### src/include/timer_b_pkg.sv
// timer_b_pkg: constants and carrier types for the second timer block
// assumes a single 125 MHz timer clock and active-low async reset
`default_nettype none
package timer_b_pkg;
  localparam int          CLK_PERIOD_NS  = 8;
  localparam int          PER_CYCLE_CLKS = 6;   // timer clock periods per peripheral cycle
  localparam int          SYNC_STAGES    = 3;
  localparam logic [1:0]  MODE_13BIT     = 2'h0;
  localparam logic [1:0]  MODE_16BIT     = 2'h1;
  localparam logic [1:0]  MODE_RELOAD    = 2'h2;
  localparam logic [1:0]  MODE_HALT      = 2'h3;
  localparam logic [4:0]  PRESCALE_TOP   = 5'h1F;
  localparam logic [7:0]  BYTE_TOP       = 8'hFF;
  localparam logic [7:0]  BYTE_RST       = 8'h00;
  localparam int          DIV_SEL_BITS   = 3;
  localparam int          DIV_CNT_BITS   = 7;   // divisor up to 128
  localparam int          PIN_GATE       = 0;
  localparam int          PIN_COUNT      = 1;

  // upper nibble of the mode register, bit 7 first
  typedef struct packed {
    logic       timer_b_gating;
    logic       timer_b_count_source;
    logic       timer_b_mode_hi;
    logic       timer_b_mode_lo;
  } timer_b_cfg_t;

  // software preset path for the count bytes
  typedef struct packed {
    logic       low_wr;
    logic       high_wr;
    logic [7:0] data;
  } count_wr_t;

  typedef struct packed {
    logic       timer_irq_enable_a;
    logic       timer_irq_enable_b;
    logic       global_irq_enable;
  } irq_enable_reg_t;
endpackage
`default_nettype wire

### src/verilog/timer_b_core.sv
// timer_b_core: second timer/counter, first timer overflow divider, irq gating
// assumes timer-a logic on ref_clk supplies its overflow pulses and split-mode state
`timescale 1ns/10ps
`default_nettype none

module timer_b_core #(
  parameter int DIV_SEL_W = timer_b_pkg::DIV_SEL_BITS,
  parameter int DIV_CNT_W = timer_b_pkg::DIV_CNT_BITS
) (
  input  wire logic                         ref_clk,
  input  wire logic                         rst_b,
  input  wire timer_b_pkg::timer_b_cfg_t    timer_mode_hi,
  input  wire logic                         timer_b_run,
  input  wire logic                         ext_irq_b_trigger_type,
  input  wire logic                         ext_irq_b_ack,
  input  wire timer_b_pkg::count_wr_t       count_wr,
  input  wire logic                         ext_gate_pin_b,
  input  wire logic                         timer_b_count_pin,
  input  wire logic                         timer_a_split,
  input  wire logic                         timer_a_ovf,
  input  wire logic                         timer_a_hi_ovf,
  input  wire logic [DIV_SEL_W-1:0]         ovf_divider_sel,
  input  wire logic                         vector_ack_a,
  input  wire logic                         vector_ack_b,
  input  wire timer_b_pkg::irq_enable_reg_t irq_enable_reg,
  output logic [7:0]                        timer_b_high_byte,
  output logic [7:0]                        timer_b_low_byte,
  output logic                              timer_b_overflow_flag,
  output logic                              timer_a_overflow_flag,
  output logic                              ext_irq_b_edge_flag,
  output logic                              timer_a_hi_run,
  output logic                              baud_tick,
  output logic                              irq_a,
  output logic                              irq_b
);
  import timer_b_pkg::*;

  function automatic logic [DIV_CNT_W-1:0] div_mask(input logic [DIV_SEL_W-1:0] sel);
    logic [DIV_CNT_W:0] one_hot;
    one_hot = '0;
    one_hot[sel] = 1'b1;
    div_mask = DIV_CNT_W'(one_hot - (DIV_CNT_W + 1)'(1));
  endfunction

  // pin synchronisers, three stages; level moves when stages two and three agree
  logic [1:0] sync1;
  logic [1:0] sync2;
  logic [1:0] sync3;
  logic [1:0] pin_lvl;
  wire  [1:0] pins = {timer_b_count_pin, ext_gate_pin_b};

  genvar g;
  generate
    for (g = 0; g < 2; g++) begin : g_sync
      always_ff @(posedge ref_clk or negedge rst_b) begin
        if (!rst_b) begin
          sync1[g]   <= 1'b1;
          sync2[g]   <= 1'b1;
          sync3[g]   <= 1'b1;
          pin_lvl[g] <= 1'b1;
        end else begin
          sync1[g] <= pins[g];
          sync2[g] <= sync1[g];
          sync3[g] <= sync2[g];
          if (sync2[g] == sync3[g]) begin
            pin_lvl[g] <= sync3[g];
          end
        end
      end
    end
  endgenerate

  // peripheral cycle strobe
  logic [2:0] per_cnt;
  logic       per_tick;
  logic       cnt_sample;
  wire        per_last = (per_cnt == 3'(PER_CYCLE_CLKS - 1));

  always_ff @(posedge ref_clk or negedge rst_b) begin
    if (!rst_b) begin
      per_cnt    <= 3'h0;
      per_tick   <= 1'b0;
      cnt_sample <= 1'b1;
    end else begin
      per_cnt  <= per_last ? 3'h0 : per_cnt + 3'h1;
      per_tick <= per_last;
      if (per_tick) begin
        cnt_sample <= pin_lvl[PIN_COUNT];
      end
    end
  end

  // count event: high sample then low sample one peripheral cycle later
  wire pin_fall = per_tick && cnt_sample && !pin_lvl[PIN_COUNT];
  wire src_evt  = timer_mode_hi.timer_b_count_source ? pin_fall : per_tick;
  // in split mode the run bit belongs to timer a; only halt mode or the gate pin low with gating set stops it
  wire run_eff  = timer_a_split ? 1'b1 : timer_b_run;
  wire gate_ok  = !timer_mode_hi.timer_b_gating || pin_lvl[PIN_GATE];
  wire [1:0] mode = {timer_mode_hi.timer_b_mode_hi, timer_mode_hi.timer_b_mode_lo};
  wire inc      = src_evt && run_eff && gate_ok && (mode != MODE_HALT);

  // next count per mode
  wire       pre_wrap  = (timer_b_low_byte[4:0] == PRESCALE_TOP);
  wire       low_wrap  = (timer_b_low_byte == BYTE_TOP);
  wire       high_wrap = (timer_b_high_byte == BYTE_TOP);
  logic [7:0] next_low;
  logic [7:0] next_high;
  logic       wrap;

  always_comb begin
    next_low  = timer_b_low_byte;
    next_high = timer_b_high_byte;
    wrap      = 1'b0;
    case (mode)
      MODE_13BIT: begin
        // upper three low bits left alone
        next_low[4:0] = timer_b_low_byte[4:0] + 5'h1;
        if (pre_wrap) begin
          next_high = timer_b_high_byte + 8'h1;
          wrap      = high_wrap;
        end
      end
      MODE_16BIT: begin
        next_low = timer_b_low_byte + 8'h1;
        if (low_wrap) begin
          next_high = timer_b_high_byte + 8'h1;
          wrap      = high_wrap;
        end
      end
      MODE_RELOAD: begin
        next_low = low_wrap ? timer_b_high_byte : timer_b_low_byte + 8'h1;
        wrap     = low_wrap;
      end
      default: begin
        next_low  = timer_b_low_byte;
        next_high = timer_b_high_byte;
      end
    endcase
  end

  wire b_ovf   = inc && wrap;
  // split mode: timer-a high byte owns the flag
  wire b_set   = timer_a_split ? timer_a_hi_ovf : b_ovf;

  always_ff @(posedge ref_clk or negedge rst_b) begin
    if (!rst_b) begin
      timer_b_low_byte  <= BYTE_RST;
      timer_b_high_byte <= BYTE_RST;
    end else begin
      // presets win; counting while running is undefined per software contract
      if (count_wr.low_wr) begin
        timer_b_low_byte <= count_wr.data;
      end else if (inc) begin
        timer_b_low_byte <= next_low;
      end
      if (count_wr.high_wr) begin
        timer_b_high_byte <= count_wr.data;
      end else if (inc) begin
        timer_b_high_byte <= next_high;
      end
    end
  end

  // timer-a overflow divider
  logic [DIV_CNT_W-1:0] div_cnt;
  wire [DIV_CNT_W-1:0]  div_top = div_mask(ovf_divider_sel);
  wire                  div_hit = (div_cnt >= div_top);
  wire                  a_set   = timer_a_ovf && div_hit;

  always_ff @(posedge ref_clk or negedge rst_b) begin
    if (!rst_b) begin
      div_cnt <= '0;
    end else if (timer_a_ovf) begin
      div_cnt <= div_hit ? '0 : div_cnt + DIV_CNT_W'(1);
    end
  end

  // external interrupt b: edge or level on gate pin
  logic gate_prev;
  wire  gate_fall = gate_prev && !pin_lvl[PIN_GATE];
  wire  ext_set   = ext_irq_b_trigger_type ? gate_fall : !pin_lvl[PIN_GATE];

  // flags: set beats clear
  always_ff @(posedge ref_clk or negedge rst_b) begin
    if (!rst_b) begin
      timer_b_overflow_flag <= 1'b0;
      timer_a_overflow_flag <= 1'b0;
      ext_irq_b_edge_flag   <= 1'b0;
      gate_prev             <= 1'b1;
      timer_a_hi_run        <= 1'b0;
      baud_tick             <= 1'b0;
      irq_a                 <= 1'b0;
      irq_b                 <= 1'b0;
    end else begin
      timer_b_overflow_flag <= b_set || (timer_b_overflow_flag && !vector_ack_b);
      timer_a_overflow_flag <= a_set || (timer_a_overflow_flag && !vector_ack_a);
      ext_irq_b_edge_flag   <= ext_set || (ext_irq_b_edge_flag && !ext_irq_b_ack);
      gate_prev             <= pin_lvl[PIN_GATE];
      timer_a_hi_run        <= timer_a_split && timer_b_run;
      baud_tick             <= b_ovf;
      irq_a <= timer_a_overflow_flag && irq_enable_reg.timer_irq_enable_a
               && irq_enable_reg.global_irq_enable;
      irq_b <= timer_b_overflow_flag && irq_enable_reg.timer_irq_enable_b
               && irq_enable_reg.global_irq_enable;
    end
  end
endmodule
`default_nettype wire

### config.mk
export PLATFORM = sky130hd
export DESIGN_NAME = timer_b_core
export DESIGN_NICKNAME = d
export VERILOG_FILES = /design/src/include/timer_b_pkg.sv /design/src/verilog/timer_b_core.sv
export SDC_FILE = /design/constraint.sdc
export NUM_CORES = 1
export LEC_CHECK = 0
export BUFFER_PORTS_ARGS = -buffer_cell sky130_fd_sc_hd__buf_2
export CAP_MARGIN = 0
export CORE_ASPECT_RATIO = 1.2
export CORE_MARGIN = 3
export CORE_UTILIZATION = 48
export DETAILED_ROUTE_END_ITERATION = 10
export PLACE_DENSITY = 0.75
export SYNTH_ARGS = -nofsm -noshare
export SYNTH_HDL_FRONTEND = slang
export SYNTH_SLANG_ARGS = --single-unit
### constraint.sdc
create_clock -name ref_clk -period 2.3 [get_ports ref_clk]
set_input_delay 0.46 -clock ref_clk [delete_from_list [all_inputs] [get_ports ref_clk]]
set_output_delay 0.46 -clock ref_clk [all_outputs]
set_load 0.1 [all_outputs]
==> qor.log, run 1 <==
INFO  global_routing grt_start_max_net_pins=18
INFO  final_layout   post_route_cells_drive_above_1_share=31.0%
INFO  synthesis      ys_warn_count=0
INFO  floorplanning  fp.coreArea=4700um2
INFO  sta            min_period_over_period=89.3%
INFO  clock_network  cell_at_the_root_of_the_clock_tree=clkbuf_8
INFO  routing        drtPass1Iterations=4
INFO  synthesis      synth-seq-cells=44
INFO  worst_setup_path required=2.49ns
INFO  clock_network  clk_transition_reported_paths=0.09ns
INFO  power          power.internal=1470uW
INFO  final_layout   insertedDiodeCount=0
INFO  synthesis      synth_area_leaders=dfrtp_1, dfstp_2, ha_1
INFO  clock_network  clock_sinks=44
INFO  worst_setup_path worst_setup_path_start_kind=primary input
INFO  routing        avgRoutedWirePerCell=14.1um
INFO  clock_network  cts.path.max_buffers=2
INFO  place          buffer_ports.inserted=54
INFO  sta            setup_violating_endpoint_count_in_the_final_report=0
INFO  routing        routed_wirelength=5.23mm
INFO  routing        antenna_violating_nets_post_route=0
INFO  worst_setup_path critPathKind=in2reg
INFO  power          power_switching=1010uW
INFO  sta            worstMarginPinSlew=0.505ns
INFO  worst_setup_path timing.rr.start=pin_lvl[0]
INFO  place          dp_hpwl=4.13mm
INFO  sta            slew_headroom=66.2%
INFO  routing        via_per_inst=5.28
INFO  clock_network  post_cts_buffers=0
INFO  synthesis      post_synth_num_cell_types=39
INFO  floorplanning  die_area=5840um2
INFO  global_routing grt_pass1_vias=1,922
INFO  worst_setup_path timing.critical_path.to_type=register
INFO  worst_setup_path flop_to_flop_setup_slack=0.25ns
INFO  final_layout   layout.filler_cells=406
INFO  floorplanning  rows=27
INFO  worst_setup_path critPathArrivalTime=2.24ns
INFO  power          power_leakage=0.00141uW
INFO  worst_setup_path r2r-end=timer_b_high_byte[5]
INFO  power          power_density=846nW/um2
INFO  hold_path      min_path_type=in2async
INFO  place          placedCellCount=363
INFO  synthesis      post_synth_instance_area=2380um2
INFO  power          sw_frac_of_total=40.8%
INFO  global_routing number_of_antenna_violations_at_the_first_check_in_global_routing=0
INFO  place          place_congestion=0.875
INFO  power          vdd_drop_max=0.000444V
INFO  synthesis      seq_area_frac_synth=46.8%
INFO  sta            finalCriticalPeriod=2.05ns
INFO  synthesis      post_synthesis_cells=248
INFO  synthesis      syn_nets=295
INFO  power          combinationalPowerShare=34.7%
INFO  outcome        run_status=completed
INFO  final_layout   postLayoutCoreUtil=62.5%
INFO  clock_network  insertion_delay=0.29ns
INFO  clock_network  tritoncts=built
INFO  global_routing grt_first_pass_wirelength=8.97mm
INFO  floorplanning  floorplan.die.height=83.1um
INFO  place          placed_cell_area=2820um2
INFO  global_routing groute.usage.overall=18.6%
INFO  power          pwr-share-seq=40.9%
INFO  routing        dr_total_vias=1,960
INFO  sta            final.setup_skew=0.00328ns
INFO  final_layout   nets=359
INFO  sta            rsz0062_at_grt=false
INFO  floorplanning  initial_utilization=50.7%
INFO  sta            timing_max_transition_violations_final=0
INFO  final_layout   fin_cells=371
INFO  floorplanning  floorplan.die.width=70.3um
INFO  synthesis      postSynthAreaPerCell=9.60um2
INFO  synthesis      synthDominantCellAreaShare=35.8%
INFO  clock_network  depth_of_the_cts_h_tree=2
INFO  routing        dr.first_iter.drc_count=128
INFO  routing        drc=0
INFO  worst_setup_path cp_max_fo=5
INFO  floorplanning  ios=55
INFO  clock_network  cts_resized=0
INFO  synthesis      post-synth-top-area-cell=dfrtp_1
INFO  global_routing grt.overflow.total=0
INFO  clock_network  cts_made_buffers=5
INFO  sta            timing_hold_violations_final=0
INFO  flow_run       cap_viol_max_count=0
INFO  clock_network  cts_hold_buf=0
INFO  sta            maxClockFrequency=487MHz
INFO  worst_setup_path worst_r2r_path_depth=6
INFO  final_layout   area.growth.synth_to_final=23.4%
INFO  power          clock_share_of_power=24.4%
INFO  final_layout   finalInstanceArea=2940um2
==> cell usage in the layout (no fill, tap or decap), types with 2 or more instances in the layout <==
cell type  netlist  routed
a211oi_1         2       2
a21o_1           5       5
a21oi_1         12      12
and2_1           4       4
and3_1           5       4
buf_2            2      54
buf_4            0       9
clkbuf_8         0       5
dfrtp_1         34      26
dfrtp_2          0       6
dfrtp_4          0       2
dfstp_2         10      10
ha_1            15      13
ha_4             0       2
inv_1           13      13
maj3_1           2       2
mux2i_1          6       6
nand2_1         30      29
nand2b_1         7       7
nand3_1          8       8
nand4_1          8       8
nor2_1          19      19
nor2b_1          2       2
nor3_1           2       2
o21ai_0         22      22
o21ai_1          6       6
o22ai_1          2       2
xnor2_1          4       4
xor2_1           9       9
==> metal layers <==
metal	GRT usage (%)	vias to the layer above	share of wire, %
li1	-	991	-
met1	24.5	914	45
met2	31.8	47	50
met3	3.15	8	4.3
met4	4.36	0	1.2
met5	0	-	0
==> registers in the layout, summed over array words and instances (netlist names), 2 cells and up <==
register	cells
timer_b_high_byte	8
timer_b_low_byte	8
div_cnt	7
per_cnt	3
pin_lvl	2
sync1	2
sync2	2
sync3	2
==> power groups by stage <==
stage | Sequential, uW | Clock [uW] | Combinational [uW]
6_report | 1020 | 607 | 862
5_1_grt | 1040 | 651 | 932
4_1_cts | 1020 | 618 | 867
3_5_place_dp | 1030 | 0 | 866
3_3_place_gp | 1020 | 0 | 841
2_1_floorplan | 1360 | 0 | 309
==> how the worst max path moves through the flow <==
| stage | from | end | slack [ns] | cells past startpoint |
|---|---|---|---|---|
| 2_1_floorplan | timer_b_low_byte[0] | timer_b_high_byte[5] | -0.08 | 9 |
| 3_3_place_gp | ovf_divider_sel[1] | timer_a_overflow_flag | 0.002 | 9 |
| 3_5_place_dp | ovf_divider_sel[1] | timer_a_overflow_flag | -0.08 | 10 |
| 4_1_cts | pin_lvl[0] | timer_b_high_byte[5] | 0.23 | 6 |
| 5_1_grt | ovf_divider_sel[1] | timer_a_overflow_flag | 0.13 | 10 |
| 6_report | ovf_divider_sel[1] | timer_a_overflow_flag | 0.25 | 10 |
==> cells in the mapped netlist <==
| cell type | instances |
|---|---|
| dfrtp_1 | 34 |
| nand2_1 | 30 |
| o21ai_0 | 22 |
| nor2_1 | 19 |
| ha_1 | 15 |
| inv_1 | 13 |
| a21oi_1 | 12 |
| dfstp_2 | 10 |
| xor2_1 | 9 |
| nand3_1 | 8 |
| nand4_1 | 8 |
| nand2b_1 | 7 |
| mux2i_1 | 6 |
| o21ai_1 | 6 |
| a21o_1 | 5 |
| and3_1 | 5 |
| and2_1 | 4 |
| clkbuf_1 | 4 |
| xnor2_1 | 4 |
| a211oi_1 | 2 |
| buf_2 | 2 |
| maj3_1 | 2 |
| mux2_2 | 2 |
| nor2b_1 | 2 |
| nor3_1 | 2 |
| o22ai_1 | 2 |
| a2111o_1 | 1 |
| a221o_1 | 1 |
| a221oi_4 | 1 |
| a22o_1 | 1 |
| a31oi_1 | 1 |
| a41oi_1 | 1 |
| and4_1 | 1 |
| nand3_2 | 1 |
| nand3b_1 | 1 |
| nor3b_1 | 1 |
| o21a_1 | 1 |
| o31ai_1 | 1 |
| or3_1 | 1 |
==> per-stage QoR <==
stage / hold WS (ns) / power [uW] / worst slack (ns) / TNS, ns
3_3_place_gp: 0.346 / 1870 / 0.00208 / 0
3_5_place_dp: 0.347 / 1890 / -0.0829 / -0.116
4_1_cts: 0.0513 / 2500 / 0.225 / 0
5_1_grt: 0.0501 / 2620 / 0.129 / 0
2_1_floorplan: 0.164 / 1670 / -0.0811 / -0.0811
6_report: 0.0429 / 2490 / 0.246 / 0
==> worst max-delay path, cell delays in order <==
cell and delay, ns:
buf_2 0.10, buf_4 0.12, o21ai_0 0.16, ha_1 0.27, a21o_1 0.19, a21o_1 0.17
a21oi_1 0.16, o21ai_0 0.19, and2_1 0.26, a21o_1 0.16
==> cells by family (layout without fill, tap and decap cells) <==
family,count (synthesis),in the layout,synth area share (%)
fa+ha+maj,17,17,8.73
flops,44,44,46.8
compound gates,57,57,14.8
simple gates,90,90,18.3
mux,8,8,3.47
buf+inv,19,84,3.10
xor+xnor,13,13,4.78
==> layout make-up <==
type / instances / area, um2 / area share (%)
inverters: 13 / 48.8 / 1.66
multi-input cells: 185 / 1230 / 42.0
clock buffers: 5 / 68.8 / 2.34
well taps: 58 / 72.6 / 2.47
clock inverters: 3 / 46.3 / 1.58
repair buffers: 63 / 338 / 11.5
flip-flops and latches: 44 / 1130 / 38.4
(Power assumes the default switching activity.)
==> run 2, diff against run 1 <==
CORE_UTILIZATION = 50   (was 48)
clock period = 1.9 ns   (was 2.3 ns; I/O delays follow)
==> run 2 against run 1 <==
- the flow now finishes with violations (setup timing)
- cell count is 2.7% higher
- flip-flop and latch count unchanged
- cell area is 5.2% higher
- die area is 3.7% lower
==> qor.log, run 2 (synthesis gave the netlist of run 1 again) <==
INFO  final_layout   nets=371
INFO  floorplanning  rows=26
INFO  flow_run       cap_viol_max_count=0
INFO  worst_setup_path cpMostUsedCell=ha_4
INFO  final_layout   area.sequential=1130um2
INFO  floorplanning  die_area=5630um2
INFO  place          place_congestion=0.860
INFO  place          dp_hpwl=4.15mm
INFO  floorplanning  initial_utilization=53.8%
INFO  global_routing grt_first_pass_wirelength=8.69mm
INFO  routing        dr.first_iter.drc_count=121
INFO  outcome        run_status=finished, violations left
INFO  final_layout   area.growth.synth_to_final=29.8%
INFO  worst_setup_path crit_path_cell_trace=ha_4 > and3_4 > ha_4 > nand2_4 > a221oi_4 > nand4_1 > xnor2_1 > mux2_4
INFO  outcome        failed_checks=setup timing
INFO  global_routing grt_start_max_net_pins=27
INFO  sta            timing_hold_violations_final=0
INFO  sta            final.setup_skew=0.0136ns
INFO  floorplanning  floorplan.die.height=81.6um
INFO  final_layout   most_frequent_cells_in_the_layout=buf_2, nand2_1, dfrtp_1
INFO  worst_setup_path worst_setup_path_start_kind=register
INFO  clock_network  cts.path.max_buffers=2
INFO  routing        avgRoutedWirePerCell=14.2um
INFO  place          buffer_ports.inserted=54
INFO  clock_network  insertion_delay=0.30ns
INFO  final_layout   layout.filler_cells=336
INFO  clock_network  clk_transition_reported_paths=0.09ns
INFO  power          design_power_total=3080uW
INFO  worst_setup_path cp_max_fo=3
INFO  power          vdd_drop_max=0.000640V
INFO  worst_setup_path buffers_and_inverters_on_the_worst_path=0
INFO  final_layout   post_route_cells_drive_above_1_share=36.9%
INFO  final_layout   postLayoutCoreUtil=69.8%
INFO  worst_setup_path crit_family=flip-flops
INFO  final_layout   biggestRegsByFlops=timer_b_high_byte (8), timer_b_low_byte (8), div_cnt (7)
INFO  sta            worstMarginPinSlew=0.501ns
INFO  clock_network  clock_sinks=44
INFO  worst_setup_path critPathArrivalTime=2.11ns
INFO  clock_network  cts_made_buffers=5
INFO  global_routing grt_pass1_vias=1,961
INFO  power          power_density=996nW/um2
INFO  routing        dr_total_vias=2,038
INFO  routing        drc=0
INFO  global_routing groute.usage.overall=20.4%
INFO  worst_setup_path max_stage_delay=0.44ns
INFO  sta            slew_headroom=66.8%
INFO  final_layout   multi_input_area=1280um2
INFO  clock_network  cell_at_the_root_of_the_clock_tree=clkbuf_8
INFO  final_layout   insertedDiodeCount=0
INFO  worst_setup_path slowest_stage=dfrtp_4
INFO  clock_network  post_cts_buffers=0
INFO  sta            timing_max_transition_violations_final=0
INFO  power          power_leakage=0.00148uW
INFO  sta            finalCriticalPeriod=1.93ns
INFO  sta            min_period_over_period=101%
INFO  worst_setup_path timing.critical_path.to_type=register
INFO  global_routing number_of_antenna_violations_at_the_first_check_in_global_routing=0
INFO  worst_setup_path required=2.08ns
INFO  sta            setup_violating_endpoint_count_in_the_final_report=1
INFO  routing        antenna_violating_nets_post_route=0
INFO  sta            maxClockFrequency=519MHz
INFO  routing        routed_wirelength=5.40mm
INFO  global_routing grt.overflow.total=0
INFO  sta            postLayoutSetupSlackWorst=-0.0285ns
INFO  floorplanning  ios=55
INFO  clock_network  depth_of_the_cts_h_tree=2
INFO  sta            rsz0062_at_grt=true
INFO  place          pre_cts_ws=-0.229ns
INFO  hold_path      min_path_type=in2async
INFO  floorplanning  fp.coreArea=4420um2
INFO  routing        drtPass1Iterations=4
INFO  worst_setup_path critPathKind=reg2reg
INFO  clock_network  cts_hold_buf=0
INFO  floorplanning  floorplan.die.width=69.0um
INFO  final_layout   final_common_cell=buf_2
INFO  clock_network  tritoncts=built
INFO  routing        via_per_inst=5.35
==> run 2: per-layer routing <==
layer | up-vias | global-route usage, % | part of all wire [%]
met5 | - | 0 | 0
met4 | 0 | 7.60 | 1.4
met3 | 9 | 4.79 | 7.0
met2 | 75 | 32.2 | 48
met1 | 932 | 27.3 | 43
li1 | 1022 | - | -
==> run 2: cell type report <==
class	instances	area share, %
repair buffers	75	14.3
clock buffers	5	2.23
well taps	56	2.27
flip-flops and latches	44	36.6
clock inverters	3	1.54
multi-input cells	185	41.5
inverters	13	1.58
==> run 2: final timing paths <==
check / startpoint / cells past startpoint / slack (ns) / end
worst max-delay path: timer_b_low_byte[1] / 8 / -0.03 / timer_b_high_byte[5]
worst min-delay path: rst_b / 1 / 0.01 / timer_b_low_byte[2]
max in group asynchronous: rst_b / 2 / 1.32 / sync2[0]
min in group ref_clk: ext_gate_pin_b / 1 / 0.17 / sync1[0]
worst max register to register: timer_b_low_byte[1] / 8 / -0.03 / timer_b_high_byte[5]
worst min register to register: sync1[1] / 0 / 0.36 / sync2[1]
==> run 2: per-stage QoR <==
stage | cells | hold WS (ns) | TNS (ns) | instance area (um2)
detailed placement | 373 | 0.347 | -3.15 | 2940
global route | 381 | 0.0429 | -0.561 | 3090
CTS | 381 | 0.0224 | -0.0694 | 3060
floorplan | 248 | 0.0844 | -1.79 | 2470
global placement | 373 | 0.346 | -2.14 | 2940
finish | 381 | 0.0108 | -0.0285 | 3090
==> run 2: power breakdown <==
group	internal [uW]	switching (uW)
clock	396	338
sequential	1080	135
combinational	351	776
==> run 2: repair_timing <==
item                       CTS  global route
pin swaps                    3             3
resized for setup            2             7
setup endpoints to repair    6            16
